<file path="src/rtl/trp_defines.svh">
// Offsets, field positions, reset values and bit positions of the receive packer
`ifndef TRP_DEFINES_SVH
`define TRP_DEFINES_SVH
`define TRP_OFS_CTRL 8'h00
`define TRP_OFS_STATUS 8'h04
`define TRP_OFS_VIOL 8'h08
`define TRP_OFS_WORDS 8'h0c
`define TRP_OFS_LAST 8'h10
`define TRP_CTRL_WIDTH_LSB 0
`define TRP_CTRL_PIPE 4
`define TRP_CTRL_EN 8
`define TRP_CTRL_MASK 32'h0000_0113
`define TRP_CTRL_RST 32'h0000_0000
`define TRP_STAT_SYNC_LOST 0
`define TRP_STAT_SYNC_LSB 8
`define TRP_HSIZE_WORD 3'h2
`define TRP_B_CTRL 8
`define TRP_B_ERR 9
`define TRP_B_SYNC 10
`define TRP_B_DERR 11
`define TRP_B_PAT 12
`define TRP_B_DEL 13
`define TRP_B_INS 14
`define TRP_B_RD 15
`define TRP_LANE_W 16
`define TRP_RAW_W 10
`define TRP_LANES 2
`endif

</file>
<file path="src/rtl/trp_pkg.sv">
// Types shared by the receive packer modules
package trp_pkg;
  typedef enum logic [1:0] {
    TRP_W8 = 2'h0,
    TRP_W10 = 2'h1,
    TRP_W16 = 2'h2
  } trp_width_t;
endpackage

</file>
<file path="src/rtl/trp_if.sv">
// Interfaces between the packer top and its lane and statistics modules
`timescale 1ns/1ps
interface trp_lane_if;
  logic [9:0] raw;
  logic ctrl;
  logic err;
  logic sync;
  logic derr;
  logic pat;
  logic del;
  logic ins;
  logic [1:0] pipe_st;
  logic rd;
  logic active;
  logic pipe;
  trp_pkg::trp_width_t width;
  logic [15:0] slice;
  modport pack (input raw, ctrl, err, sync, derr, pat, del, ins, pipe_st, rd, active, pipe,
    width, output slice);
  modport core (output raw, ctrl, err, sync, derr, pat, del, ins, pipe_st, rd, active, pipe,
    width, input slice);
endinterface

interface trp_stat_if #(parameter int CNT_W = 16);
  logic viol;
  logic sync_drop;
  logic clr_viol;
  logic clr_sync;
  logic [CNT_W-1:0] viol_cnt;
  logic sync_lost;
  modport stat (input viol, sync_drop, clr_viol, clr_sync, output viol_cnt, sync_lost);
  modport core (output viol, sync_drop, clr_viol, clr_sync, input viol_cnt, sync_lost);
endinterface

</file>
<file path="src/rtl/trp_lane.sv">
// Maps one lane's decoder status onto its 16-bit slice of the receive bus
`timescale 1ns/1ps
`include "trp_defines.svh"
module trp_lane (
  trp_lane_if.pack lane
);
  logic [15:0] slice;

  always_comb begin
    slice = 16'h0000;
    if (lane.active) begin
      unique case (lane.width)
        trp_pkg::TRP_W10: begin
          slice[9:0] = lane.raw;
          slice[`TRP_B_SYNC] = lane.sync;
          slice[`TRP_B_DERR] = lane.derr;
          slice[`TRP_B_PAT] = lane.pat;
          // Raw words carry no PIPE status, so those bits stay low
          if (!lane.pipe) begin
            slice[`TRP_B_DEL] = lane.del;
            slice[`TRP_B_INS] = lane.ins;
          end
          slice[`TRP_B_RD] = lane.rd;
        end
        default: begin
          // Decoded layout, shared by 8-bit and each byte of 16-bit
          slice[7:0] = lane.raw[7:0];
          slice[`TRP_B_CTRL] = lane.ctrl;
          slice[`TRP_B_ERR] = lane.err;
          slice[`TRP_B_SYNC] = lane.sync;
          slice[`TRP_B_DERR] = lane.derr;
          slice[`TRP_B_PAT] = lane.pat;
          if (lane.pipe) begin
            slice[`TRP_B_INS:`TRP_B_DEL] = lane.pipe_st;
          end else begin
            slice[`TRP_B_DEL] = lane.del;
            slice[`TRP_B_INS] = lane.ins;
          end
          slice[`TRP_B_RD] = lane.rd;
        end
      endcase
    end
  end

  assign lane.slice = slice;
endmodule

</file>
<file path="src/rtl/trp_rx_pack.sv">
// Receive packer top: AHB-Lite registers and the 32-bit receive bus toward fabric
//
// Register access over AHB-Lite and the register addresses were chosen for this implementation.
`timescale 1ns/1ps
`include "trp_defines.svh"
module trp_rx_pack #(
  parameter int ADDR_W = 8,
  parameter int CNT_W = 16
) (
  input wire logic hclk,
  input wire logic hresetn,
  input wire logic hsel,
  input wire logic [31:0] haddr,
  input wire logic [1:0] htrans,
  input wire logic hwrite,
  input wire logic [2:0] hsize,
  input wire logic [31:0] hwdata,
  input wire logic hready,
  output logic hreadyout,
  output logic hresp,
  output logic [31:0] hrdata,
  input wire logic rx_valid,
  input wire logic [19:0] rx_raw,
  input wire logic [1:0] rx_ctrl,
  input wire logic [1:0] rx_err,
  input wire logic [1:0] rx_sync,
  input wire logic [1:0] rx_derr,
  input wire logic [1:0] rx_pat,
  input wire logic [1:0] rx_del,
  input wire logic [1:0] rx_ins,
  input wire logic [3:0] rx_pipe_st,
  input wire logic [1:0] rx_rd,
  output logic [31:0] rx_bus,
  output logic rx_bus_valid
);
  generate
    if (ADDR_W < 5 || ADDR_W > 32) begin : g_bad_addr
      $error("ADDR_W must cover the register map and fit haddr");
    end
    if (CNT_W < 1 || CNT_W > 32) begin : g_bad_cnt
      $error("CNT_W must be between 1 and 32");
    end
  endgenerate

  localparam logic [ADDR_W-1:0] OFS_CTRL = ADDR_W'(`TRP_OFS_CTRL);
  localparam logic [ADDR_W-1:0] OFS_STATUS = ADDR_W'(`TRP_OFS_STATUS);
  localparam logic [ADDR_W-1:0] OFS_VIOL = ADDR_W'(`TRP_OFS_VIOL);
  localparam logic [ADDR_W-1:0] OFS_WORDS = ADDR_W'(`TRP_OFS_WORDS);
  localparam logic [ADDR_W-1:0] OFS_LAST = ADDR_W'(`TRP_OFS_LAST);

  // Bus slave state
  logic wr_pend_ff;
  logic nxt_wr_pend;
  logic [ADDR_W-1:0] wr_addr_ff;
  logic [ADDR_W-1:0] nxt_wr_addr;
  logic [31:0] hrdata_ff;
  logic [31:0] nxt_hrdata;
  logic [31:0] ctrl_ff;
  logic [31:0] nxt_ctrl;
  logic [31:0] word_cnt_ff;
  logic [31:0] nxt_word_cnt;

  // Receive path state
  logic [31:0] bus_ff;
  logic [31:0] nxt_bus;
  logic bus_vld_ff;
  logic nxt_bus_vld;
  logic [1:0] sync_prev_ff;
  logic [1:0] nxt_sync_prev;

  logic addr_phase;
  logic rd_req;
  logic wr_ctrl;
  logic wr_status;
  logic wr_viol;
  logic wr_words;
  logic word_take;
  logic [1:0] lane_act;
  logic [1:0] lane_drop;
  logic [15:0] slice [`TRP_LANES];
  logic [31:0] ctrl_view;
  logic [31:0] status_view;
  logic [31:0] viol_view;
  trp_pkg::trp_width_t width;
  logic pipe_mode;
  logic enable;

  trp_stat_if #(.CNT_W(CNT_W)) st_if ();

  // Address phase, taken only when the bus is ready
  assign addr_phase = hsel && hready && htrans[1];
  assign rd_req = addr_phase && !hwrite;

  // Sub-word writes are ignored; only whole words reach the registers
  always_comb begin
    nxt_wr_pend = addr_phase && hwrite && (hsize == `TRP_HSIZE_WORD);
    nxt_wr_addr = wr_addr_ff;
    if (addr_phase) begin
      nxt_wr_addr = haddr[ADDR_W-1:0];
    end
  end

  assign wr_ctrl = wr_pend_ff && (wr_addr_ff == OFS_CTRL);
  assign wr_status = wr_pend_ff && (wr_addr_ff == OFS_STATUS);
  assign wr_viol = wr_pend_ff && (wr_addr_ff == OFS_VIOL);
  assign wr_words = wr_pend_ff && (wr_addr_ff == OFS_WORDS);

  always_comb begin
    nxt_ctrl = ctrl_ff;
    if (wr_ctrl) begin
      nxt_ctrl = hwdata & `TRP_CTRL_MASK;
    end
  end

  // Code 2'h3 is not a width; it falls back to the 8-bit layout
  always_comb begin
    unique case (ctrl_ff[`TRP_CTRL_WIDTH_LSB +: 2])
      2'h1: width = trp_pkg::TRP_W10;
      2'h2: width = trp_pkg::TRP_W16;
      default: width = trp_pkg::TRP_W8;
    endcase
  end

  assign pipe_mode = ctrl_ff[`TRP_CTRL_PIPE];
  assign enable = ctrl_ff[`TRP_CTRL_EN];
  assign word_take = rx_valid && enable;

  // High lane only carries a byte in the 16-bit width
  assign lane_act[0] = 1'b1;
  assign lane_act[1] = (width == trp_pkg::TRP_W16);

  genvar g;
  generate
    for (g = 0; g < `TRP_LANES; g++) begin : g_lane
      trp_lane_if lane_if ();
      assign lane_if.raw = rx_raw[g*`TRP_RAW_W +: `TRP_RAW_W];
      assign lane_if.ctrl = rx_ctrl[g];
      assign lane_if.err = rx_err[g];
      assign lane_if.sync = rx_sync[g];
      assign lane_if.derr = rx_derr[g];
      assign lane_if.pat = rx_pat[g];
      assign lane_if.del = rx_del[g];
      assign lane_if.ins = rx_ins[g];
      assign lane_if.pipe_st = rx_pipe_st[g*2 +: 2];
      assign lane_if.rd = rx_rd[g];
      assign lane_if.active = lane_act[g];
      assign lane_if.pipe = pipe_mode;
      assign lane_if.width = width;
      assign slice[g] = lane_if.slice;
      // Alignment lost on an accepted word after it had been held
      assign lane_drop[g] = word_take && lane_act[g] && sync_prev_ff[g] && !rx_sync[g];
      trp_lane u_lane (
        .lane(lane_if.pack)
      );
    end
  endgenerate

  // Whole word is built from one sample, so no flag lags its payload
  always_comb begin
    nxt_bus = bus_ff;
    nxt_bus_vld = 1'b0;
    nxt_sync_prev = sync_prev_ff;
    if (word_take) begin
      nxt_bus = {slice[1], slice[0]};
      nxt_bus_vld = 1'b1;
      nxt_sync_prev = rx_sync & lane_act;
    end
  end

  // Raw 10-bit words are not decoded, so they carry no violations
  assign st_if.viol = word_take && (width != trp_pkg::TRP_W10) && |(rx_err & lane_act);
  assign st_if.sync_drop = |lane_drop;
  assign st_if.clr_viol = wr_viol;
  assign st_if.clr_sync = wr_status && hwdata[`TRP_STAT_SYNC_LOST];

  trp_stat #(
    .CNT_W(CNT_W)
  ) u_stat (
    .hclk(hclk),
    .hresetn(hresetn),
    .st(st_if.stat)
  );

  // Word counter wraps; a clear in the same cycle as a word leaves one
  always_comb begin
    nxt_word_cnt = word_cnt_ff;
    if (wr_words) begin
      nxt_word_cnt = 32'h0000_0000;
    end
    if (word_take) begin
      nxt_word_cnt = nxt_word_cnt + 32'h0000_0001;
    end
  end

  // Read data is registered at the address edge; control is forwarded
  // so a read right after a control write sees the new value
  assign ctrl_view = nxt_ctrl;
  always_comb begin
    status_view = 32'h0000_0000;
    status_view[`TRP_STAT_SYNC_LOST] = st_if.sync_lost;
    status_view[`TRP_STAT_SYNC_LSB +: 2] = sync_prev_ff;
  end
  assign viol_view = 32'(st_if.viol_cnt);

  always_comb begin
    nxt_hrdata = hrdata_ff;
    if (rd_req) begin
      unique case (haddr[ADDR_W-1:0])
        OFS_CTRL: nxt_hrdata = ctrl_view;
        OFS_STATUS: nxt_hrdata = status_view;
        OFS_VIOL: nxt_hrdata = viol_view;
        OFS_WORDS: nxt_hrdata = word_cnt_ff;
        OFS_LAST: nxt_hrdata = bus_ff;
        default: nxt_hrdata = 32'h0000_0000;
      endcase
    end
  end

  always_ff @(posedge hclk or negedge hresetn) begin
    if (!hresetn) begin
      wr_pend_ff <= 1'b0;
      wr_addr_ff <= '0;
    end else begin
      wr_pend_ff <= nxt_wr_pend;
      wr_addr_ff <= nxt_wr_addr;
    end
  end

  always_ff @(posedge hclk or negedge hresetn) begin
    if (!hresetn) begin
      ctrl_ff <= `TRP_CTRL_RST;
    end else begin
      ctrl_ff <= nxt_ctrl;
    end
  end

  always_ff @(posedge hclk or negedge hresetn) begin
    if (!hresetn) begin
      word_cnt_ff <= 32'h0000_0000;
    end else begin
      word_cnt_ff <= nxt_word_cnt;
    end
  end

  always_ff @(posedge hclk or negedge hresetn) begin
    if (!hresetn) begin
      hrdata_ff <= 32'h0000_0000;
    end else begin
      hrdata_ff <= nxt_hrdata;
    end
  end

  always_ff @(posedge hclk or negedge hresetn) begin
    if (!hresetn) begin
      bus_ff <= 32'h0000_0000;
      bus_vld_ff <= 1'b0;
      sync_prev_ff <= 2'h0;
    end else begin
      bus_ff <= nxt_bus;
      bus_vld_ff <= nxt_bus_vld;
      sync_prev_ff <= nxt_sync_prev;
    end
  end

  // Zero wait states and no error responses
  assign hreadyout = 1'b1;
  assign hresp = 1'b0;
  assign hrdata = hrdata_ff;
  assign rx_bus = bus_ff;
  assign rx_bus_valid = bus_vld_ff;
endmodule

</file>
<file path="src/rtl/trp_stat.sv">
// Code violation counter and sticky loss-of-alignment flag
`timescale 1ns/1ps
module trp_stat #(
  parameter int CNT_W = 16
) (
  input wire logic hclk,
  input wire logic hresetn,
  trp_stat_if.stat st
);
  logic [CNT_W-1:0] viol_cnt_ff;
  logic [CNT_W-1:0] nxt_viol_cnt;
  logic sync_lost_ff;
  logic nxt_sync_lost;

  always_comb begin
    nxt_viol_cnt = viol_cnt_ff;
    if (st.clr_viol) begin
      nxt_viol_cnt = '0;
    end
    // Event in the clearing cycle is still counted; saturates, never wraps
    if (st.viol && (nxt_viol_cnt != {CNT_W{1'b1}})) begin
      nxt_viol_cnt = nxt_viol_cnt + {{(CNT_W-1){1'b0}}, 1'b1};
    end
    nxt_sync_lost = (sync_lost_ff && !st.clr_sync) || st.sync_drop;
  end

  always_ff @(posedge hclk or negedge hresetn) begin
    if (!hresetn) begin
      viol_cnt_ff <= '0;
      sync_lost_ff <= 1'b0;
    end else begin
      viol_cnt_ff <= nxt_viol_cnt;
      sync_lost_ff <= nxt_sync_lost;
    end
  end

  assign st.viol_cnt = viol_cnt_ff;
  assign st.sync_lost = sync_lost_ff;
endmodule

</file>
<file path="config.mk">
export PLATFORM = sky130hd
export DESIGN_NAME = trp_rx_pack
export DESIGN_NICKNAME = d
export VERILOG_FILES = /design/src/rtl/trp_pkg.sv /design/src/rtl/trp_if.sv /design/src/rtl/trp_lane.sv /design/src/rtl/trp_rx_pack.sv /design/src/rtl/trp_stat.sv
export VERILOG_INCLUDE_DIRS = /design/src /design/src/rtl
export SDC_FILE = /design/constraint.sdc
export NUM_CORES = 1
export LEC_CHECK = 0
export BUFFER_PORTS_ARGS = -buffer_cell sky130_fd_sc_hd__buf_2
export CAP_MARGIN = 10
export CORE_MARGIN = 3
export CORE_UTILIZATION = 54
export CTS_CLUSTER_DIAMETER = 60
export DETAILED_ROUTE_END_ITERATION = 8
export PLACE_DENSITY = 0.82
export SYNTH_ARGS = -nofsm -noshare
export SYNTH_HDL_FRONTEND = slang
export SYNTH_HIERARCHICAL = 1
export SYNTH_SLANG_ARGS = --single-unit
</file>
<file path="constraint.sdc">
create_clock -name hclk -period 3.85 [get_ports hclk]
set_clock_uncertainty 0.2 [all_clocks]
set_input_delay 0 -clock hclk [delete_from_list [all_inputs] [get_ports hclk]]
set_output_delay 0 -clock hclk [all_outputs]
set_load 0.01 [all_outputs]
</file>
==> Yosys cells after proc, flatten, opt, wreduce, memory -nomap -nowiden <==
Cells that the tools add are included.
{ "totals": {"reg_bits": 157, "inputBits": 115, "out_inout_bits": 67} }
{ "op_classes": {"eq_ne": 14, "muxes": 15, "addsub": 2, "bitwise_logic": 2, "reduce_logical": 29} }
{ "op_table": {"columns": ["cell", "count"], "rows": [
  ["$pmux 32 s5", 1],
  ["$mux 32", 3],
  ["$mux 16", 3],
  ["$add 32x1->32 const B", 1],
  ["$eq 8x4->1 const B", 4],
  ["$mux 15", 2],
  ["$logic_and 1x1->1", 20],
  ["$add 16x1->16 const B", 1],
  ["$eq 8x3->1 const B", 2],
  ["$logic_not 8->1", 2],
  ["$ne 16x16->1 const B", 1],
  ["$eq 8x5->1 const B", 1],
  ["$mux 2", 4],
  ["$and 2x2->2", 2],
  ["$eq 2x1->1 const B", 2],
  ["$eq 2x2->1 const B", 2],
  ["$logic_not 1->1", 4],
  ["$pmux 2 s2", 1],
  ["$reduce_or 2->1", 2],
  ["$eq 3x2->1 const B", 1],
  ["$ne 2x1->1 const B", 1],
  ["$logic_or 1x1->1", 1],
  ["$mux 1", 1]
]} }

==> Longest topological paths before layout <==
{ "depth": {"word_depth": 8, "ltp_mapped": 11, "depth_no_buf": 8} }

==> Modules after synthesis <==
Netlist, hierarchy kept.
{ "by_module_without_submodules": {"columns": ["mod", "instances", "area_each_um2", "cells_each"], "rows": [
  ["trp_rx_pack", 1, 6452.4, 573],
  ["trp_stat", 1, 948.4, 99],
  ["trp_lane", 2, 166.4, 27]
]} }

==> Worst setup path before layout <==
OpenSTA, ideal clock, no wires.
{ "synth_timing": {"kind": "register to register", "start": "register wr_addr_ff[4]", "end": "register word_cnt_ff[18]", "path_buffers": 3, "stages_incl_launch_ff": 12, "arrival_time_ps": 2410, "slack_ps": 1103, "period_less_slack_ps": 2747, "required_time_ps": 3514, "path_cell_list": "dfrtp_1 -> nor4b_2 -> nand4_1 -> clkbuf_1 -> and2_1 -> ha_1 -> and4_1 -> clkbuf_1 -> nand4_1 -> clkbuf_1 -> or3_1 -> a21oi_1"} }
{ "synth_via": {"elab_chain_len": 5} }
{ "synth_lines": {"columns": ["item", "line_no", "text"], "rows": [
  ["start: declaration", "trp_rx_pack.sv:54", "logic [ADDR_W-1:0] wr_addr_ff;"],
  ["start signal: assignment", "trp_rx_pack.sv:225", "wr_addr_ff <= nxt_wr_addr;"],
  ["$eq 8x4->1 (*)", "trp_rx_pack.sv:106", "assign wr_words = wr_pend_ff && (wr_addr_ff == OFS_WORDS);"],
  ["$logic_and 1x1->1 (*)", "trp_rx_pack.sv:106", null],
  ["$mux 32 (*)", "trp_rx_pack.sv:187", "if (wr_words) begin"],
  ["$add 32x1->32", "trp_rx_pack.sv:191", "nxt_word_cnt = nxt_word_cnt + 32'h0000_0001;"],
  ["$mux 32 (*)", "trp_rx_pack.sv:190", "if (word_take) begin"],
  ["net nxt_word_cnt[18]", "trp_rx_pack.sv:61", "logic [31:0] nxt_word_cnt;"],
  ["end signal: assignment", "trp_rx_pack.sv:241", "word_cnt_ff <= nxt_word_cnt;"],
  ["end: declaration", "trp_rx_pack.sv:60", "logic [31:0] word_cnt_ff;"]
]} }
The timed path passes the listed nets; every way through them passes the cells marked *.
A chain may end at the register's enable or synchronous reset.

==> Worst setup path after layout <==
{ "layout_timing": {"start": "register wr_addr_ff[4]", "end": "register word_cnt_ff[22]"} }
Same word-level chain as after synthesis.

==> results.toml <==
[synthesis]
syn-cell-area_sq_mm = 0.007734
synth-edff-count = 0
ys_ff_latch = 157
syn_area_per_cell_sq_um = 10.65
synth_top_cell_by_area = "dfrtp_1"
synth_area_leaders = "dfrtp_1, mux2_1, and2_1"
ys_types = 71
synthArstFlopShare_pct = 100.0
synth_cells = 726
synth_ff_type = "dfrtp_1"
synth_warnings = 6
netlist.area_leader.share_pct = 50.80
synth_seq_area_share_pct = 50.80

[setup_path]
endpoint_kind = "flop"
required_ns = 3.99
cp.arrival_ns = 3.29
slowest_stage = "nor4b_2"
crit_type = "reg2reg"
start_kind = "flop"
path_delay_family = "simple AND/OR/NAND/NOR gates"
worstPathMaxFanout = 14
max_stage_delay_ns = 0.57
cp_common_cell = "nand4_1"
path_cells = "nor4b_2 > nand4_1 > and2_1 > ha_1 > and4_1 > nand4_1 > o21ai_0 > a21oi_1"
cp_num_buf_inv = 0

[placed_design]
gp_congestion = 0.8529
port-buffer-count = 126
place_inst = 1009
hpwl_mm = 13.01

[clock_tree]
htreeDepth = 4
numCtsBuffers = 17
clk_latency_ns = 0.43
clk_pin_slew_ns = 0.06
cts_resized = 0
root_buffer = "clkbuf_16"
cts.sinks = 157
clk_path_buf_depth = 2
cts_tree = "built"

[pwr]
vdd_drop_max_mv = 0.3062
power_density_mw_per_mm2 = 387.0
p_leak_nw = 4.827

[floorplanning]
std_cell_rows = 43
design.core.area_sq_mm = 0.01393
die-area_sq_mm = 0.01579
initial_utilization_pct = 55.50
ios = 182
fp.dieW_um = 125.7
die_h_um = 125.7

[global_routing]
grt_pass1_vias = 6642
grt_max_degree = 112
gr-total-overflow = 0
antenna_found_initial = 0
grtUsageTotal_pct = 27.58
grt_pass1_wl_mm = 34.56

[final_layout]
final_util_pct = 69.89
area_growth_pct = 25.93
final_net_count = 1022
layout_common_cells = "dfrtp_1, buf_2, and2_1"
drive_gt1_share_pct = 20.13
final_cell_count_no_fill = 1099
diodes = 0
final_common_cell = "dfrtp_1"

[route]
vias_per_cell = 6.074
drc_errors = 0
ant_nets = 0
drt_first_pass_iters = 5
drt_iter0_markers = 768
routed_wirelength_mm = 21.51
wl_per_cell_um = 19.57
route.vias.total = 6675

[sta]
setup_viol = 0
rsz0062_at_grt = "no"
worstMarginPinSlew_ns = 1.008
post-route-period-util_pct = 81.95
drv_slew = 0
setup_tns_ns = 0
hold_viol_final = 0
clock.fmax_mhz = 317.0
min_period_ns = 3.155
slew_headroom_pct = 32.80

[hold_path]
hold_path.class = "in2async"

[run]
cap_violations = 0

[run_status]
status = "complete, no violations"
worst reg2reg max path, cell delays in order, from the launching register on:
cell and delay, ns:
dfrtp_1 0.39, nor4b_2 0.57, nand4_1 0.32, and2_1 0.28, ha_1 0.21, and4_1 0.29
nand4_1 0.45, o21ai_0 0.20, a21oi_1 0.16
through the flow:
step | area [sq um] | total power, mW | hold WS, ns | worst slack (ns)
2_1_floorplan | 7760 | 1.841 | -0.4956 | 1.103
3_3_place_gp | 8529 | 1.947 | 0.003084 | 0.9701
3_5_place_dp | 8529 | 1.953 | 0.001165 | 0.8915
4_1_cts | 9739 | 3.766 | 0.001486 | 0.8126
5_1_grt | 9739 | 3.876 | 0.06094 | 0.5053
6_report | 9739 | 3.769 | 0.04098 | 0.6950
report_power, final:
group / total [mW] / switching [mW] / leakage, nW / internal (mW)
Sequential: 1.73 / 0.0426 / 2.11 / 1.69
Clock: 1.79 / 0.641 / 0.309 / 1.15
Combinational: 0.245 / 0.127 / 2.41 / 0.118
cell type report:
class	count	area (sq um)
Timing Repair Buffer	193	1297
Fill cell	922	4195
Clock buffer	26	499.2
Multi-Input combinational cell	529	3628
Sequential cell	157	3929
Inverter	8	30.03
Tap cell	180	225.2
Clock inverter	6	130.1
timing repair:
action,CTS,global route
hold buffers,58,0
setup buffers,0,0
setup endpoints to repair,0,0
hold endpoints to repair,166,0
path summary, 6_finish.rpt:
path	to	slack [ns]	depth (start not counted)	start
worst max-delay path	word_cnt_ff[22]$_DFF_PN0_	0.70	8	wr_addr_ff[4]$_DFFE_PN0P_
worst min register to register	ctrl_ff[18]$_DFF_PN0_	0.28	1	ctrl_ff[18]$_DFF_PN0_
worst max register to register	word_cnt_ff[22]$_DFF_PN0_	0.70	8	wr_addr_ff[4]$_DFFE_PN0P_
worst min-delay path	ctrl_ff[1]$_DFF_PN0_	0.04	2	hresetn
max in group asynchronous	rx_bus[7]$_DFFE_PN0P_	2.63	3	hresetn
min in group hclk	hrdata[21]$_DFFE_PN0P_	0.04	5	htrans[1]
synthesized netlist by cell type (12+ instances only):
library cell  number
clkbuf_1          27
nand3_1           25
nand4_1           12
mux2i_1           22
nor2_1            17
dfrtp_1          157
nand2_1           69
a21oi_1           20
mux2_1            44
a221o_1           13
and2_1            72
o21ai_0           25
kinds of logic after synthesis:
logic type               share of synthesized area [%]
AND/OR/NAND/NOR                                  22.26
adder cells (fa/ha/maj)                         0.1618
XOR/XNOR                                         1.359
flip-flops                                       50.80
buffers and inverters                            2.686
multiplexers                                     9.691
other                                          0.09711
AO/OA/AOI/OAI                                    12.94
metal layers:
| layer | GRT usage, % | routed length [um] | up-vias |
|---|---|---|---|
| li1 | - | - | 3002 |
| met1 | 36.02 | 8755 | 3299 |
| met2 | 44.12 | 10390 | 310 |
| met3 | 6.743 | 1604 | 64 |
| met4 | 12.05 | 762 | 0 |
| met5 | 0 | 0 | - |
sequential cells by signal, summed over array words and instances (netlist names):
register	flops
wr_pend_ff	1
word_cnt_ff	32
sync_prev_ff	2
ctrl_ff	32
hrdata	32
u_stat/st.viol_cnt	16
rx_bus_valid	1
wr_addr_ff	8
u_stat/st.sync_lost	1
rx_bus	32
No activity file was read; power rests on OpenSTA's default activity.
